### config.mk
export PLATFORM = sky130hd
export DESIGN_NAME = hmic_top
export DESIGN_NICKNAME = d
export VERILOG_FILES = /design/src/hmic_top_dummy_guard.sv /design/src/pkg/hmic_pkg.sv /design/src/hmic_sync.sv /design/src/hmic_top.sv
export VERILOG_INCLUDE_DIRS = /design/src /design/src/pkg
export SDC_FILE = /design/constraint.sdc
export NUM_CORES = 1
export LEC_CHECK = 0
export BUFFER_PORTS_ARGS = -buffer_cell sky130_fd_sc_hd__buf_4
export CELL_PAD_IN_SITES_DETAIL_PLACEMENT = 1
export CELL_PAD_IN_SITES_GLOBAL_PLACEMENT = 1
export CORE_ASPECT_RATIO = 1.25
export CORE_MARGIN = 4
export CORE_UTILIZATION = 52
export CTS_BUF_LIST = sky130_fd_sc_hd__clkbuf_8
export DETAILED_ROUTE_END_ITERATION = 6
export HOLD_SLACK_MARGIN = 0.05
export PLACE_DENSITY_LB_ADDON = 0.1
export SLEW_MARGIN = 20
export SYNTH_ARGS = -nofsm -noshare
export SYNTH_HDL_FRONTEND = slang
export SYNTH_HIERARCHICAL = 1
export SYNTH_SLANG_ARGS = --single-unit
export TNS_END_PERCENT = 50
### constraint.sdc
create_clock -name mclk -period 3 [get_ports mclk]
set_input_delay 0.3 -clock mclk [delete_from_list [all_inputs] [get_ports mclk]]
set_output_delay 0.3 -clock mclk [all_outputs]
set_load 0.03 [all_outputs]
### src/pkg/hmic_map.svh
// Purpose: Offsets, field positions, reset values and timing figures of the monitor interrupt block
// Assumes: Included by bare name from the top-level design file only
// Notes:   Times are kept in their own unit; the pulse cycle count is derived in the modules, the step count is given here in cycles
`ifndef HMIC_MAP_SVH
`define HMIC_MAP_SVH

`define HMIC_CLK_MHZ          50
`define HMIC_PULSE_MS         20
`define HMIC_NAND_PROP_NS     200
`define HMIC_TEMP_COMPARATOR  8'h7f
`define HMIC_RAM_DEPTH        32
`define HMIC_RAM_LAST         5'h1f
`define HMIC_ST1_TEMP         0
`define HMIC_ST2_BOARD_ALERT  0
`define HMIC_ST2_CHASSIS      1
`define HMIC_ST2_CHAINED      2
`define HMIC_ST2_RAM_OVF      3
`define HMIC_STATUS_RESET     8'h00
`define HMIC_STEP_CYCLES      1024

`endif

### src/hmic_top_dummy_guard.sv
`default_nettype none
`default_nettype wire

### src/pkg/hmic_pkg.sv
// Purpose: Types shared by the monitor interrupt block
// Assumes: Takes no constants from hmic_map.svh
// Notes:   Loop state codes are written out
`default_nettype none
package hmic_pkg;
    typedef enum logic [1:0] {
        HMIC_LOOP_IDLE = 2'b00,
        HMIC_LOOP_RUN  = 2'b01,
        HMIC_LOOP_HOLD = 2'b10
    } hmic_loop_t;
    typedef logic signed [7:0] hmic_temp_t;
endpackage
`default_nettype wire

### src/hmic_sync.sv
// Purpose: Three-stage input conditioner with a registered output for pin-level signals
// Assumes: Inputs are asynchronous to mclk
// Notes:   A change is taken only once the second and third stages agree
`default_nettype none
module hmic_sync
    import hmic_pkg::*;
#(
    parameter int           W    = 1,
    parameter logic [W-1:0] INIT = '0
) (
    input  wire logic         mclk,
    input  wire logic         arst_n,
    input  wire logic [W-1:0] din,
    output logic      [W-1:0] dout
);
    logic [W-1:0] s1_q, s2_q, s3_q, out_q, out_d;

    // Output follows only where two settled stages agree
    always_comb begin
        out_d = (s2_q & s3_q) | (out_q & (s2_q | s3_q));
    end

    // First stage feeds the second and nothing else
    always_ff @(posedge mclk or negedge arst_n) begin
        if (!arst_n) begin
            s1_q  <= INIT;
            s2_q  <= INIT;
            s3_q  <= INIT;
            out_q <= INIT;
        end else begin
            s1_q  <= din;
            s2_q  <= s1_q;
            s3_q  <= s2_q;
            out_q <= out_d;
        end
    end

    assign dout = out_q;

    initial begin
        if (W < 1) $error("hmic_sync: width must be at least 1");
    end
endmodule
`default_nettype wire

### src/hmic_top.sv
// Purpose: Interrupt and control logic of a hardware monitor
// Assumes: Readings and limits are presented on the mclk domain; pins arrive asynchronously
// Notes:   Status clears on read; chassis, sysmgmt and reset outputs are open drain as o/oe pairs driving low
//
// Contract
// RQ1 - Temperature and setpoints are 8-bit two's complement, one degree per LSB.
// RQ2 - Default mode: reading above overtemp sets temperature bit, held until status 1 read.
// RQ3 - After raised and cleared, next temperature event needs reading below hysteresis.
// RQ4 - Hysteresis at 127 gives thermostat mode: set whenever reading exceeds overtemp.
// RQ5 - Thermostat: read clears bit, next measurement sets it again while still hot.
// RQ6 - Thermostat: bit stops reasserting within two loops after falling below overtemp.
// RQ7 - Every channel limit compare and RAM overflow beyond 32 bytes raise interrupts.
// RQ8 - Low board_temp_alert_in is an external interrupt source, wire-ORed sensors.
// RQ9 - High chassis input interrupts; self-clearing bit drives line low 20 ms.
// RQ10 - Low chained_sysmgmt_in is a source and passes through to sysmgmt_irq_out.
// RQ11 - Two status registers record sources; each output has its own per-source masks.
// RQ12 - Configuration bits enable each output and choose host_irq_out signalling mode.
// RQ13 - Status read returns contents then clears; later reads see cleared value.
// RQ14 - Clearing by read releases the interrupt line until the loop updates status.
// RQ15 - Host waits at least 1.5 seconds between status reads.
// RQ16 - irq_line_hold clears interrupt outputs and halts the loop until it drops.
// RQ17 - Power-switch bypass output goes low while configuration bit 6 is high.
// RQ18 - With sysmgmt mask 2 bit 7 set, bit 4 pulses reset low 20 ms, self-clears.
// RQ19 - Self-test codes written at the code ports fill RAM, advancing the write pointer.
// RQ20 - RAM holds 32 bytes; a further write interrupts and the pointer stops.
// RQ21 - RAM reads at 00h-1Fh use their own auto-increment pointer.
// RQ22 - Start low, hold high, tester pulling sysmgmt low enters connectivity test mode.
// RQ23 - In test mode a single pin toggle shows on connectivity_test_out within 200 ns.
// RQ24 - Round-robin loop compares each channel once per loop, updating status per step.
`default_nettype none
`include "hmic_map.svh"
module hmic_top
    import hmic_pkg::*;
#(
    parameter int NCH         = 8,
    parameter int STEP_CYCLES = `HMIC_STEP_CYCLES,
    parameter int PULSE_CYC   = `HMIC_PULSE_MS * 1000 * `HMIC_CLK_MHZ,
    parameter int NAND_W      = 8
) (
    input  wire logic              mclk,
    input  wire logic              arst_n,
    input  wire logic              cfg_start,
    input  wire logic              cfg_irq_line_hold,
    input  wire logic              cfg_host_irq_en,
    input  wire logic              cfg_sysmgmt_irq_en,
    input  wire logic              cfg_host_irq_pulse,
    input  wire logic              cfg_pwr_bypass,
    input  wire logic              cfg_reset_pulse_wr,
    input  wire logic              chassis_clr_wr,
    input  wire logic [7:0]        host_mask1,
    input  wire logic [7:0]        host_mask2,
    input  wire logic [7:0]        sysmgmt_mask1,
    input  wire logic [7:0]        sysmgmt_mask2,
    output logic [$clog2(NCH)-1:0] chan_sel,
    input  wire logic [7:0]        chan_value,
    input  wire logic [7:0]        chan_hi_limit,
    input  wire logic [7:0]        chan_lo_limit,
    input  wire hmic_temp_t        overtemp_setpoint,
    input  wire hmic_temp_t        hysteresis_setpoint,
    input  wire logic              stat1_rd,
    input  wire logic              stat2_rd,
    output logic [7:0]             stat_rdata,
    output logic                   loop_done,
    input  wire logic              board_temp_alert_in,
    input  wire logic              chained_sysmgmt_in,
    input  wire logic              chassis_i,
    output logic                   chassis_o,
    output logic                   chassis_oe,
    output logic                   chassis_clr_busy,
    output logic                   host_irq_out,
    input  wire logic              sysmgmt_irq_i,
    output logic                   sysmgmt_irq_o,
    output logic                   sysmgmt_irq_oe,
    output logic                   reset_o,
    output logic                   reset_oe,
    output logic                   cfg_reset_busy,
    output logic                   pwr_bypass_n,
    input  wire logic              post_wr,
    input  wire logic [7:0]        post_wdata,
    input  wire logic              post_rd_load,
    input  wire logic [4:0]        post_rd_addr,
    input  wire logic              post_rd,
    output logic [7:0]             post_rdata,
    input  wire logic [NAND_W-1:0] nand_pins,
    output logic                   conn_test_mode,
    output logic                   connectivity_test_out
);
    localparam int CW = $clog2(NCH);

    // Pin conditioning: alerts, chassis line, tester pull on sysmgmt, test pins
    logic alert_n_s, chained_n_s, chassis_s, smi_pin_s;
    logic [NAND_W-1:0] nand_s;
    hmic_sync #(.W(4), .INIT(4'hf)) u_sync_pins (
        .mclk   (mclk),
        .arst_n (arst_n),
        .din    ({board_temp_alert_in, chained_sysmgmt_in, chassis_i, sysmgmt_irq_i}),
        .dout   ({alert_n_s, chained_n_s, chassis_s, smi_pin_s})
    );
    hmic_sync #(.W(NAND_W), .INIT('1)) u_sync_nand (
        .mclk   (mclk),
        .arst_n (arst_n),
        .din    (nand_pins),
        .dout   (nand_s)
    );

    hmic_loop_t              loop_q, loop_d;
    logic [CW-1:0]           sel_q, sel_d;
    logic [$clog2(STEP_CYCLES+1)-1:0] step_q, step_d;
    logic                    step_end, loop_end;
    logic                    temp_armed_q, temp_armed_d;
    logic [7:0]              st1_q, st1_d, st2_q, st2_d, set1, set2, rdata_q, rdata_d;
    logic                    ram_ovf_evt;
    hmic_temp_t              temp_rd;

    // Monitoring loop sequencer; hold freezes it where it stands
    always_comb begin
        loop_d = loop_q;
        sel_d  = sel_q;
        step_d = step_q;
        step_end = 1'b0;
        unique case (loop_q)
            HMIC_LOOP_IDLE: if (cfg_start && !cfg_irq_line_hold) loop_d = HMIC_LOOP_RUN;
            HMIC_LOOP_RUN: begin
                if (cfg_irq_line_hold) begin
                    loop_d = HMIC_LOOP_HOLD; // [RQ16]
                end else if (!cfg_start) begin
                    loop_d = HMIC_LOOP_IDLE;
                end else if (step_q == STEP_CYCLES[$bits(step_q)-1:0] - 1'b1) begin
                    step_d   = '0;
                    step_end = 1'b1; // [RQ24]
                    sel_d    = (sel_q == CW'(NCH - 1)) ? '0 : sel_q + 1'b1;
                end else begin
                    step_d = step_q + 1'b1;
                end
            end
            HMIC_LOOP_HOLD: if (!cfg_irq_line_hold) loop_d = HMIC_LOOP_RUN; // [RQ16]
        endcase
        loop_end = step_end && (sel_q == CW'(NCH - 1));
    end

    // Temperature reading is channel 0, compared signed
    always_comb begin
        temp_rd      = hmic_temp_t'(chan_value); // [RQ1]
        temp_armed_d = temp_armed_q;
        set1         = 8'h00;
        set2         = 8'h00;
        if (step_end) begin
            if (sel_q == '0) begin
                if (hysteresis_setpoint == hmic_temp_t'(`HMIC_TEMP_COMPARATOR)) begin
                    // Thermostat: resets each read, reasserts each loop while hot
                    set1[`HMIC_ST1_TEMP] = temp_rd > overtemp_setpoint; // [RQ4] [RQ5] [RQ6]
                    temp_armed_d = 1'b1;
                end else if (temp_armed_q && temp_rd > overtemp_setpoint) begin
                    set1[`HMIC_ST1_TEMP] = 1'b1; // [RQ2]
                    temp_armed_d = 1'b0;
                end else if (!temp_armed_q && temp_rd < hysteresis_setpoint) begin
                    set1[`HMIC_ST1_TEMP] = 1'b1; // [RQ3]
                    temp_armed_d = 1'b1;
                end
            end else begin
                set1[sel_q] = (chan_value > chan_hi_limit) || (chan_value < chan_lo_limit); // [RQ7]
            end
        end
        // Level sources are sampled at loop end so a read stays clear until then
        if (loop_end) begin
            set2[`HMIC_ST2_BOARD_ALERT] = !alert_n_s; // [RQ8]
            set2[`HMIC_ST2_CHASSIS]     = chassis_s && !chassis_oe; // [RQ9]
            set2[`HMIC_ST2_CHAINED]     = !chained_n_s; // [RQ10]
        end
        set2[`HMIC_ST2_RAM_OVF] = ram_ovf_evt; // [RQ7] [RQ20]
    end

    // Status registers: read returns then clears; a set in the same cycle wins
    always_comb begin
        st1_d   = (st1_q & ~(stat1_rd ? 8'hff : 8'h00)) | set1; // [RQ11] [RQ13]
        st2_d   = (st2_q & ~(stat2_rd ? 8'hff : 8'h00)) | set2; // [RQ11] [RQ13]
        rdata_d = stat1_rd ? st1_q : (stat2_rd ? st2_q : rdata_q);
    end

    always_ff @(posedge mclk or negedge arst_n) begin
        if (!arst_n) begin
            loop_q       <= HMIC_LOOP_IDLE;
            sel_q        <= '0;
            step_q       <= '0;
            temp_armed_q <= 1'b1;
            st1_q        <= `HMIC_STATUS_RESET;
            st2_q        <= `HMIC_STATUS_RESET;
            rdata_q      <= 8'h00;
        end else begin
            loop_q       <= loop_d;
            sel_q        <= sel_d;
            step_q       <= step_d;
            temp_armed_q <= temp_armed_d;
            st1_q        <= st1_d;
            st2_q        <= st2_d;
            rdata_q      <= rdata_d;
        end
    end

    // Interrupt outputs: mask bit high blocks a source, hold forces release
    logic host_act, smi_act, host_act_q, host_n_q, host_n_d, smi_oe_q, smi_oe_d;
    logic test_q, test_d;
    logic nand_tree, nout_q, nout_d;
    always_comb begin
        host_act = |(st1_q & ~host_mask1) || |(st2_q & ~host_mask2); // [RQ11] [RQ14]
        smi_act  = |(st1_q & ~sysmgmt_mask1) || |(st2_q & ~sysmgmt_mask2) || !chained_n_s; // [RQ10]
        host_act = host_act && cfg_host_irq_en && !cfg_irq_line_hold; // [RQ12] [RQ16]
        smi_act  = smi_act && cfg_sysmgmt_irq_en && !cfg_irq_line_hold; // [RQ12] [RQ16]
        // Pulse mode gives one low cycle per new assertion
        host_n_d = cfg_host_irq_pulse ? !(host_act && !host_act_q) : !host_act; // [RQ12]
        smi_oe_d = smi_act && !test_q;
        // Tester pull seen with start low and hold high, in any loop state
        test_d   = test_q ? !cfg_start
                 : (!cfg_start && cfg_irq_line_hold && !smi_oe_q && !smi_pin_s); // [RQ22]
    end

    // Wide nand of all test pins: from all-high, any single pin toggles the output
    always_comb begin
        nand_tree = 1'b1;
        for (int i = 0; i < NAND_W; i++) begin
            nand_tree = nand_tree && nand_s[i]; // [RQ23]
        end
        nout_d = test_q ? !nand_tree : 1'b0;
    end

    always_ff @(posedge mclk or negedge arst_n) begin
        if (!arst_n) begin
            host_act_q <= 1'b0;
            host_n_q   <= 1'b1;
            smi_oe_q   <= 1'b0;
            test_q     <= 1'b0;
            nout_q     <= 1'b0;
        end else begin
            host_act_q <= host_act;
            host_n_q   <= host_n_d;
            smi_oe_q   <= smi_oe_d;
            test_q     <= test_d;
            nout_q     <= nout_d;
        end
    end

    // Two 20 ms low pulses; the starting bit reads back set until the pulse ends
    logic [$clog2(PULSE_CYC+1)-1:0] rst_cnt_q, rst_cnt_d, chs_cnt_q, chs_cnt_d;
    always_comb begin
        rst_cnt_d = rst_cnt_q;
        chs_cnt_d = chs_cnt_q;
        if (rst_cnt_q != '0) rst_cnt_d = rst_cnt_q - 1'b1;
        else if (cfg_reset_pulse_wr && sysmgmt_mask2[7]) rst_cnt_d = ($bits(rst_cnt_q))'(PULSE_CYC); // [RQ18]
        if (chs_cnt_q != '0) chs_cnt_d = chs_cnt_q - 1'b1;
        else if (chassis_clr_wr) chs_cnt_d = ($bits(chs_cnt_q))'(PULSE_CYC); // [RQ9]
    end

    always_ff @(posedge mclk or negedge arst_n) begin
        if (!arst_n) begin
            rst_cnt_q <= '0;
            chs_cnt_q <= '0;
        end else begin
            rst_cnt_q <= rst_cnt_d;
            chs_cnt_q <= chs_cnt_d;
        end
    end

    // Self-test code RAM with separate write and read pointers
    logic [7:0] ram_q [`HMIC_RAM_DEPTH];
    logic [5:0] wptr_q, wptr_d;
    logic [4:0] rptr_q, rptr_d;
    logic [7:0] prd_q, prd_d;
    logic       bypass_q;
    always_comb begin
        ram_ovf_evt = post_wr && (wptr_q == 6'(`HMIC_RAM_DEPTH)); // [RQ20]
        wptr_d = (post_wr && !ram_ovf_evt) ? wptr_q + 1'b1 : wptr_q; // [RQ19]
        rptr_d = rptr_q;
        prd_d  = prd_q;
        if (post_rd_load) begin
            rptr_d = post_rd_addr;
        end else if (post_rd) begin
            prd_d  = ram_q[rptr_q]; // [RQ21]
            rptr_d = (rptr_q == `HMIC_RAM_LAST) ? rptr_q : rptr_q + 1'b1;
        end
    end

    always_ff @(posedge mclk or negedge arst_n) begin
        if (!arst_n) begin
            wptr_q   <= '0;
            rptr_q   <= '0;
            prd_q    <= 8'h00;
            bypass_q <= 1'b0;
        end else begin
            wptr_q   <= wptr_d;
            rptr_q   <= rptr_d;
            prd_q    <= prd_d;
            bypass_q <= cfg_pwr_bypass; // [RQ17]
        end
    end

    // Storage has no reset; only written slots are meaningful
    always_ff @(posedge mclk) begin
        if (post_wr && !ram_ovf_evt) ram_q[wptr_q[4:0]] <= post_wdata; // [RQ19]
    end

    assign chan_sel              = sel_q;
    assign stat_rdata            = rdata_q;
    assign loop_done             = loop_end;
    assign host_irq_out          = host_n_q;
    assign sysmgmt_irq_o         = 1'b0;
    assign sysmgmt_irq_oe        = smi_oe_q;
    assign reset_o               = 1'b0;
    assign reset_oe              = rst_cnt_q != '0;
    assign cfg_reset_busy        = rst_cnt_q != '0;
    assign chassis_o             = 1'b0;
    assign chassis_oe            = chs_cnt_q != '0;
    assign chassis_clr_busy      = chs_cnt_q != '0;
    assign pwr_bypass_n          = !bypass_q;
    assign post_rdata            = prd_q;
    assign conn_test_mode        = test_q;
    assign connectivity_test_out = nout_q;

    // Refused at elaboration: select width and pulse counter cannot serve these
    if (NCH < 2 || NCH > 8) begin : g_bad_nch
        $error("hmic_top: NCH must be 2..8");
    end
    if (STEP_CYCLES < 2 || PULSE_CYC < 8) begin : g_bad_cnt
        $error("hmic_top: counts too small");
    end
endmodule
`default_nettype wire

**Word level (Yosys, flattened, before mapping)**

Memory sizes are Yosys's and may differ from the RTL's. A register that Yosys moved wholly into a read port is not among the register bits.
Index checks and enable logic that the tools add are counted.

- $add $sub $neg: 6
- Magnitude comparators: 6
- Equality and inequality tests: 11
- Multiplexer cells: 39
- Bitwise operators: 25
- Reductions and logical operators: 64

Operator list:

| cell | count |
|---|---|
| 20-bit two-way mux | 4 |
| 8-bit AND | 9 |
| 8-bit NOT | 6 |
| 8-bit two-way mux | 5 |
| 20-bit nonzero test | 2 |
| 20-bit by 1-bit subtractor with 20-bit output, second input constant | 2 |
| 8-bit OR reduction | 4 |
| 1-bit logical AND | 25 |
| 8-bit OR | 3 |
| 1-bit two-way mux | 17 |
| 8-bit greater-than comparator | 2 |
| 1-bit logical NOT | 16 |
| 8-bit less-than comparator | 2 |
| 5-bit two-way mux | 3 |
| 11-bit by 1-bit adder with 11-bit output, second input constant | 1 |
| 11-bit by 10-bit == test with 1-bit output, second input constant | 1 |
| 11-bit two-way mux | 1 |
| 3-bit AND reduction | 3 |
| 4-bit AND | 2 |
| 8-bit == test, second input constant | 1 |
| 2-bit two-way mux | 4 |
| 4-bit OR | 2 |
| 8-bit by 4-bit OR with 8-bit output | 1 |
| 2-bit nonzero test | 4 |
| 23 further kinds | 31 |

- Register bits: 146
- Memory bits (writable): 256
- Output and inout port bits: 32
- Logic and storage cells: 177
- Memories: 1

Memory list:

| name | words | bits a word | read ports | clocked after memory_dff | write ports | line | RTL |
|---|---|---|---|---|---|---|---|
| ram_q | 32 | 8 | 1 | 1 | 1 | hmic_top.sv:264 | `` logic [7:0] ram_q [`HMIC_RAM_DEPTH]; `` |

**Depth between registers and ports, before layout**

- Depth in word-level cells: 9
- Gate-level depth with buffers: 11

**Hierarchy**

The synthesis kept the hierarchy.

By module, submodules not included:

| module | times used | cells an instance | area an instance (sq um) |
|---|---|---|---|
| hmic_top | 1 | 1053 | 15643.8 |
| hmic_sync at u_sync_nand | 1 | 40 | 930.9 |
| hmic_sync at u_sync_pins | 1 | 20 | 465.4 |

**Worst setup path before layout**

OpenSTA, ideal clock, no wires.

- Path type: reg2reg
- Start point: register rptr_q[2]
- End point: register rptr_q[3]
- Library setup time: 0.125 ns
- Arrival time: 2.401 ns
- Path slack: 0.474 ns
- Stages on the path, launching flop included: 12
- Cells stage by stage: dfrtp_1 -> clkbuf_1 -> buf_2 -> clkbuf_1 -> buf_1 -> and3_1 -> ha_1 -> nor2b_1 -> clkbuf_1 -> nand4_1 -> xnor2_1 -> mux2_2

- Cells in the longest elaborated chain, start to end: 4
- Elaborated cells between the ends (all ways): 7
- Classes of those cells: 1 x add/sub; 2 x eq/ne; 3 x mux; 1 x reduce/logical

Ends and longest elaborated chain:

| element | line | RTL |
|---|---|---|
| start: declaration | hmic_top.sv:266 | `logic [4:0] rptr_q, rptr_d;` |
| start signal: assignment | hmic_top.sv:290 | `rptr_q <= rptr_d;` |
| 5-bit by 1-bit adder with 5-bit output | hmic_top.sv:278 | `` rptr_d = (rptr_q == `HMIC_RAM_LAST) ? rptr_q : rptr_q + 1'b1; `` |
| 5-bit two-way mux | hmic_top.sv:278 |  |
| 5-bit two-way mux | hmic_top.sv:276 | `end else if (post_rd) begin` |
| 5-bit two-way mux | hmic_top.sv:274 | `if (post_rd_load) begin` |

Several ways; a longest one is shown, not always the timed one. The select of a mux whose other input is x is not followed.
A chain may end at the register's enable or synchronous reset.

**Worst setup path in the final report**

- Start point: register rst_cnt_q[2]
- End point: output port reset_oe

- Cells in the longest elaborated chain, start to end: 1

Ends and longest elaborated chain:

| element | line | RTL |
|---|---|---|
| start: declaration | hmic_top.sv:243 | `logic [$clog2(PULSE_CYC+1)-1:0] rst_cnt_q, rst_cnt_d, chs_cnt_q, chs_cnt_d;` |
| start signal: assignment | hmic_top.sv:258 | `rst_cnt_q <= rst_cnt_d;` |
| 20-bit nonzero test | hmic_top.sv:308 | `assign reset_oe = rst_cnt_q != '0;` |
| end: declaration | hmic_top.sv:75 | `output logic reset_oe,` |

No other way between the ends.

==> summary.txt <==
Run status
  • Status: completed

Timing
  • Final worst setup slack: 0.1962 ns
  • Clock Skew: 0.01847 ns
  • Min Hold Slack: 0.1145 ns
  • FMAX: 356.7 MHz
  • Post-Route Setup TNS: 0 ns
  • Min Tclk post-route: 2.804 ns
  • Setup violators final: 0
  • Final hold vios: 0
  • Final Max Slew Viols: 0
  • Final worst path period share: 93.46%
  • RSZ-0062 raised after global routing: no
  • Rel. slew slack: 42.91%
  • Tightest Pin Transition: 0.8532 ns

Routing
  • Via-to-Cell Ratio: 5.649
  • Remaining antenna violation count after routing: 0
  • Initial drt markers: 588
  • TritonRoute pass-1 iters: 5
  • DRC viols: 0
  • Total number of vias: 10290
  • DRT Wirelength: 40.80 mm
  • Routed length per instance: 22.39 um

Clocking
  • Num Clock Sinks: 410
  • CTS Buffer Depth: 3
  • CTS clk-pin slew, worst paths: 0.07 ns
  • Clock latency on the worst-skew pair: 0.62 ns
  • Clock root buffer: clkbuf_8
  • Cts bufs inserted: 61
  • CTS tree: built
  • Htree depth: 2

Floorplanning
  • # rows: 73
  • Core region area: 32060 um2
  • Chip height: 210.4 um
  • Starting Density: 53.15%
  • Die X-Extent: 169.9 um
  • Die ar.: 35750 um2
  • I/O Pins: 144

Final layout
  • N_diodes: 0
  • Final Cell Area: 20500 um2
  • Area delta synth->final: 20.33%
  • Final net count: 1514
  • Fraction of layout cells with a size suffix above 1: 30.07%
  • Finished Layout Cells: 1822

Worst setup path
  • Crit end category: primary output
  • Worst r2r path cells: 8
  • Worst Path Required: 2.70 ns
  • Crit path DAT: 2.50 ns
  • Critical setup path kind: flip-flop to primary output
  • Crit Path Max Fanout: 8
  • Startpoint types: flip-flop

Global route
  • GR Overflow Total: 0
  • First-pass GRT wire length: 63.87 mm
  • Vias in the first global route: 11500
  • Total track usage: 23.05%
  • Initial antenna violation count: 0
  • Largest net degree at the start of global routing: 63

Placement
  • PortBufs: 140
  • GP Congestion: 0.8575
  • Placed Cells: 1669
  • Placed Area: 18810 um2
  • Setup WS pre-CTS: 0.5535 ns
  • Post-DP HPWL: 27.93 mm

Pwr
  • Clock power share: 35.9%
  • Seq pwr share: 50.6%
  • Pwr Density: 643.4 nW/um2
  • Leak Pwr: 0.008046 uW
  • P_int: 9815 uW
  • Comb pwr share: 13.5%
  • VDD IR-drop max: 428.8 uV
  • Net switching power: 3378 uW
  • Sw Share: 25.60%

Hold path
  • Hold Crit Depth: 1
  • Hold Crit Class: primary input to flip-flop

Logic synthesis
  • Cells after Synth: 1113
  • Largest family of logic cells by synthesized area: multiplexers
  • Complex-gate fraction of the synthesized area: 5.390%
  • Synth unique cells: 63
  • Prevailing post-synth register cell: edfxtp_1
  • Seq/Total Area, Yosys: 68.10%
  • Xor and xnor area share after synthesis: 2.159%
  • Largest area contributor in the netlist: edfxtp_1
  • Mux share of post-synthesis cell area: 9.891%
  • Area contributors post-synth: edfxtp_1 45%, dfrtp_1 15%, mux4_2 8.5%
  • Yosys top cell area share: 45.11%
  • Post-synthesis simple-gate area fraction: 8.026%
  • Mean Syn Cell Area: 15.31 um2
  • Synth Register Bits: 410
  • Post-synth ARST share: 37.56%
  • Synth Cell Area: 17040 um2
  • Number of synthesized flops with an enable pin: 256
  • Post-synthesis adder-cell area fraction: 3.877%
  • Ys Warns: 6

Job
  • Max Cap Violations: 0
==> state kept, by name, summed over array words and instances, names as in the netlist, 11 cells and up <==
register / cells
ram_q: 256
chs_cnt_q: 20
rst_cnt_q: 20
step_q: 11
==> synth_stat cells, drive strengths merged (24+ instances only) <==
master  count
a21oi      30
buf        24
dfrtp     104
dfstp      50
edfxtp    256
ha         42
inv        61
mux4       64
nand2      61
nor2       71
nor3       33
o21ai      38
o22ai      37
xor2       24
==> layer usage <==
metal  GRT usage, %  wire length, um  up-vias
li1               -                -     4690
met1          29.34            16200     5253
met2          40.64            21760      296
met3          4.446             2114       54
met4          6.309              722        0
met5              0                0        -
==> power by group through the flow <==
stage	Clock [uW]	Combinational (uW)	Sequential [uW]
finish	4740	1790	6670
global route	5160	1940	6700
CTS	4850	1790	6670
detailed placement	0	1730	6780
global placement	0	1660	6750
floorplan	0	1030	6690
==> placed cells by master, fill, tap and decap left out, drive strengths merged, types with 24 or more instances in the layout <==
master       Yosys  layout
edfxtp         256     256
buf             24     188
dfrtp          104     104
nor2            71      71
inv             61      71
clkbuf          21      65
mux4            64      64
nand2           61      61
dfstp           50      50
ha              42      42
dlygate4sd3      0      39
o21ai           38      38
o22ai           37      37
nor3            33      33
a21oi           30      30
clkinv           0      30
xor2            24      24
==> what timing repair did <==
item,CTS,global route
hold buffers,39,0
endpoints found under the setup margin,0,1
setup buffers,0,1
endpoints found under the hold margin,144,0
gates resized for setup,0,1
==> metrics by stage <==
| stage | total power (uW) | utilization (%) |
|---|---|---|
| after floorplan | 7726 | - |
| after global placement | 8416 | 58.67 |
| after detailed placement | 8508 | 58.67 |
| after CTS | 13310 | 63.90 |
| after global routing | 13800 | 63.96 |
| final | 13190 | 63.96 |
==> worst max-delay path, cell delays in order (launching register included) <==
cell     delay [ns]
dfrtp_1        0.43
or4_4          0.59
nor4b_4        0.33
and3_1         0.26
inv_2          0.11
buf_4          0.18
==> final cells by class <==
type	instances	area (um2)
timing repair buffer	227	1851
fill	2987	11550
clock buffer	65	894.6
multi-input combinational	599	5014
sequential	410	11610
inverter	61	229.0
tap	412	515.5
clock inverter	48	392.9
==> kinds of logic (layout without fill, tap and decap cells) <==
logic type / count (synthesis) / in the layout
AND/OR/NAND/NOR: 265 / 265
XOR/XNOR: 42 / 42
adder cells (fa/ha/maj): 54 / 54
flip-flops: 410 / 410
AO/OA/AOI/OAI: 147 / 147
multiplexers: 88 / 88
buffers and inverters: 106 / 401
other: 1 / 3
==> worst paths after layout <==
kind	from	to	slack, ns
hold / removal	post_wdata[6]	ram_q[8][6]	0.11
min in group asynchronous	arst_n	rst_cnt_q[4]	0.14
setup reg to reg	rptr_q[0]	rptr_q[3]	0.21
max in group asynchronous	arst_n	u_sync_nand/s3_q[6]	1.99
hold reg to reg	u_sync_pins/s1_q[2]	u_sync_pins/s2_q[2]	0.34
setup / recovery	rst_cnt_q[2]	reset_oe	0.20
Note: power is estimated with default switching activity, not from simulation.
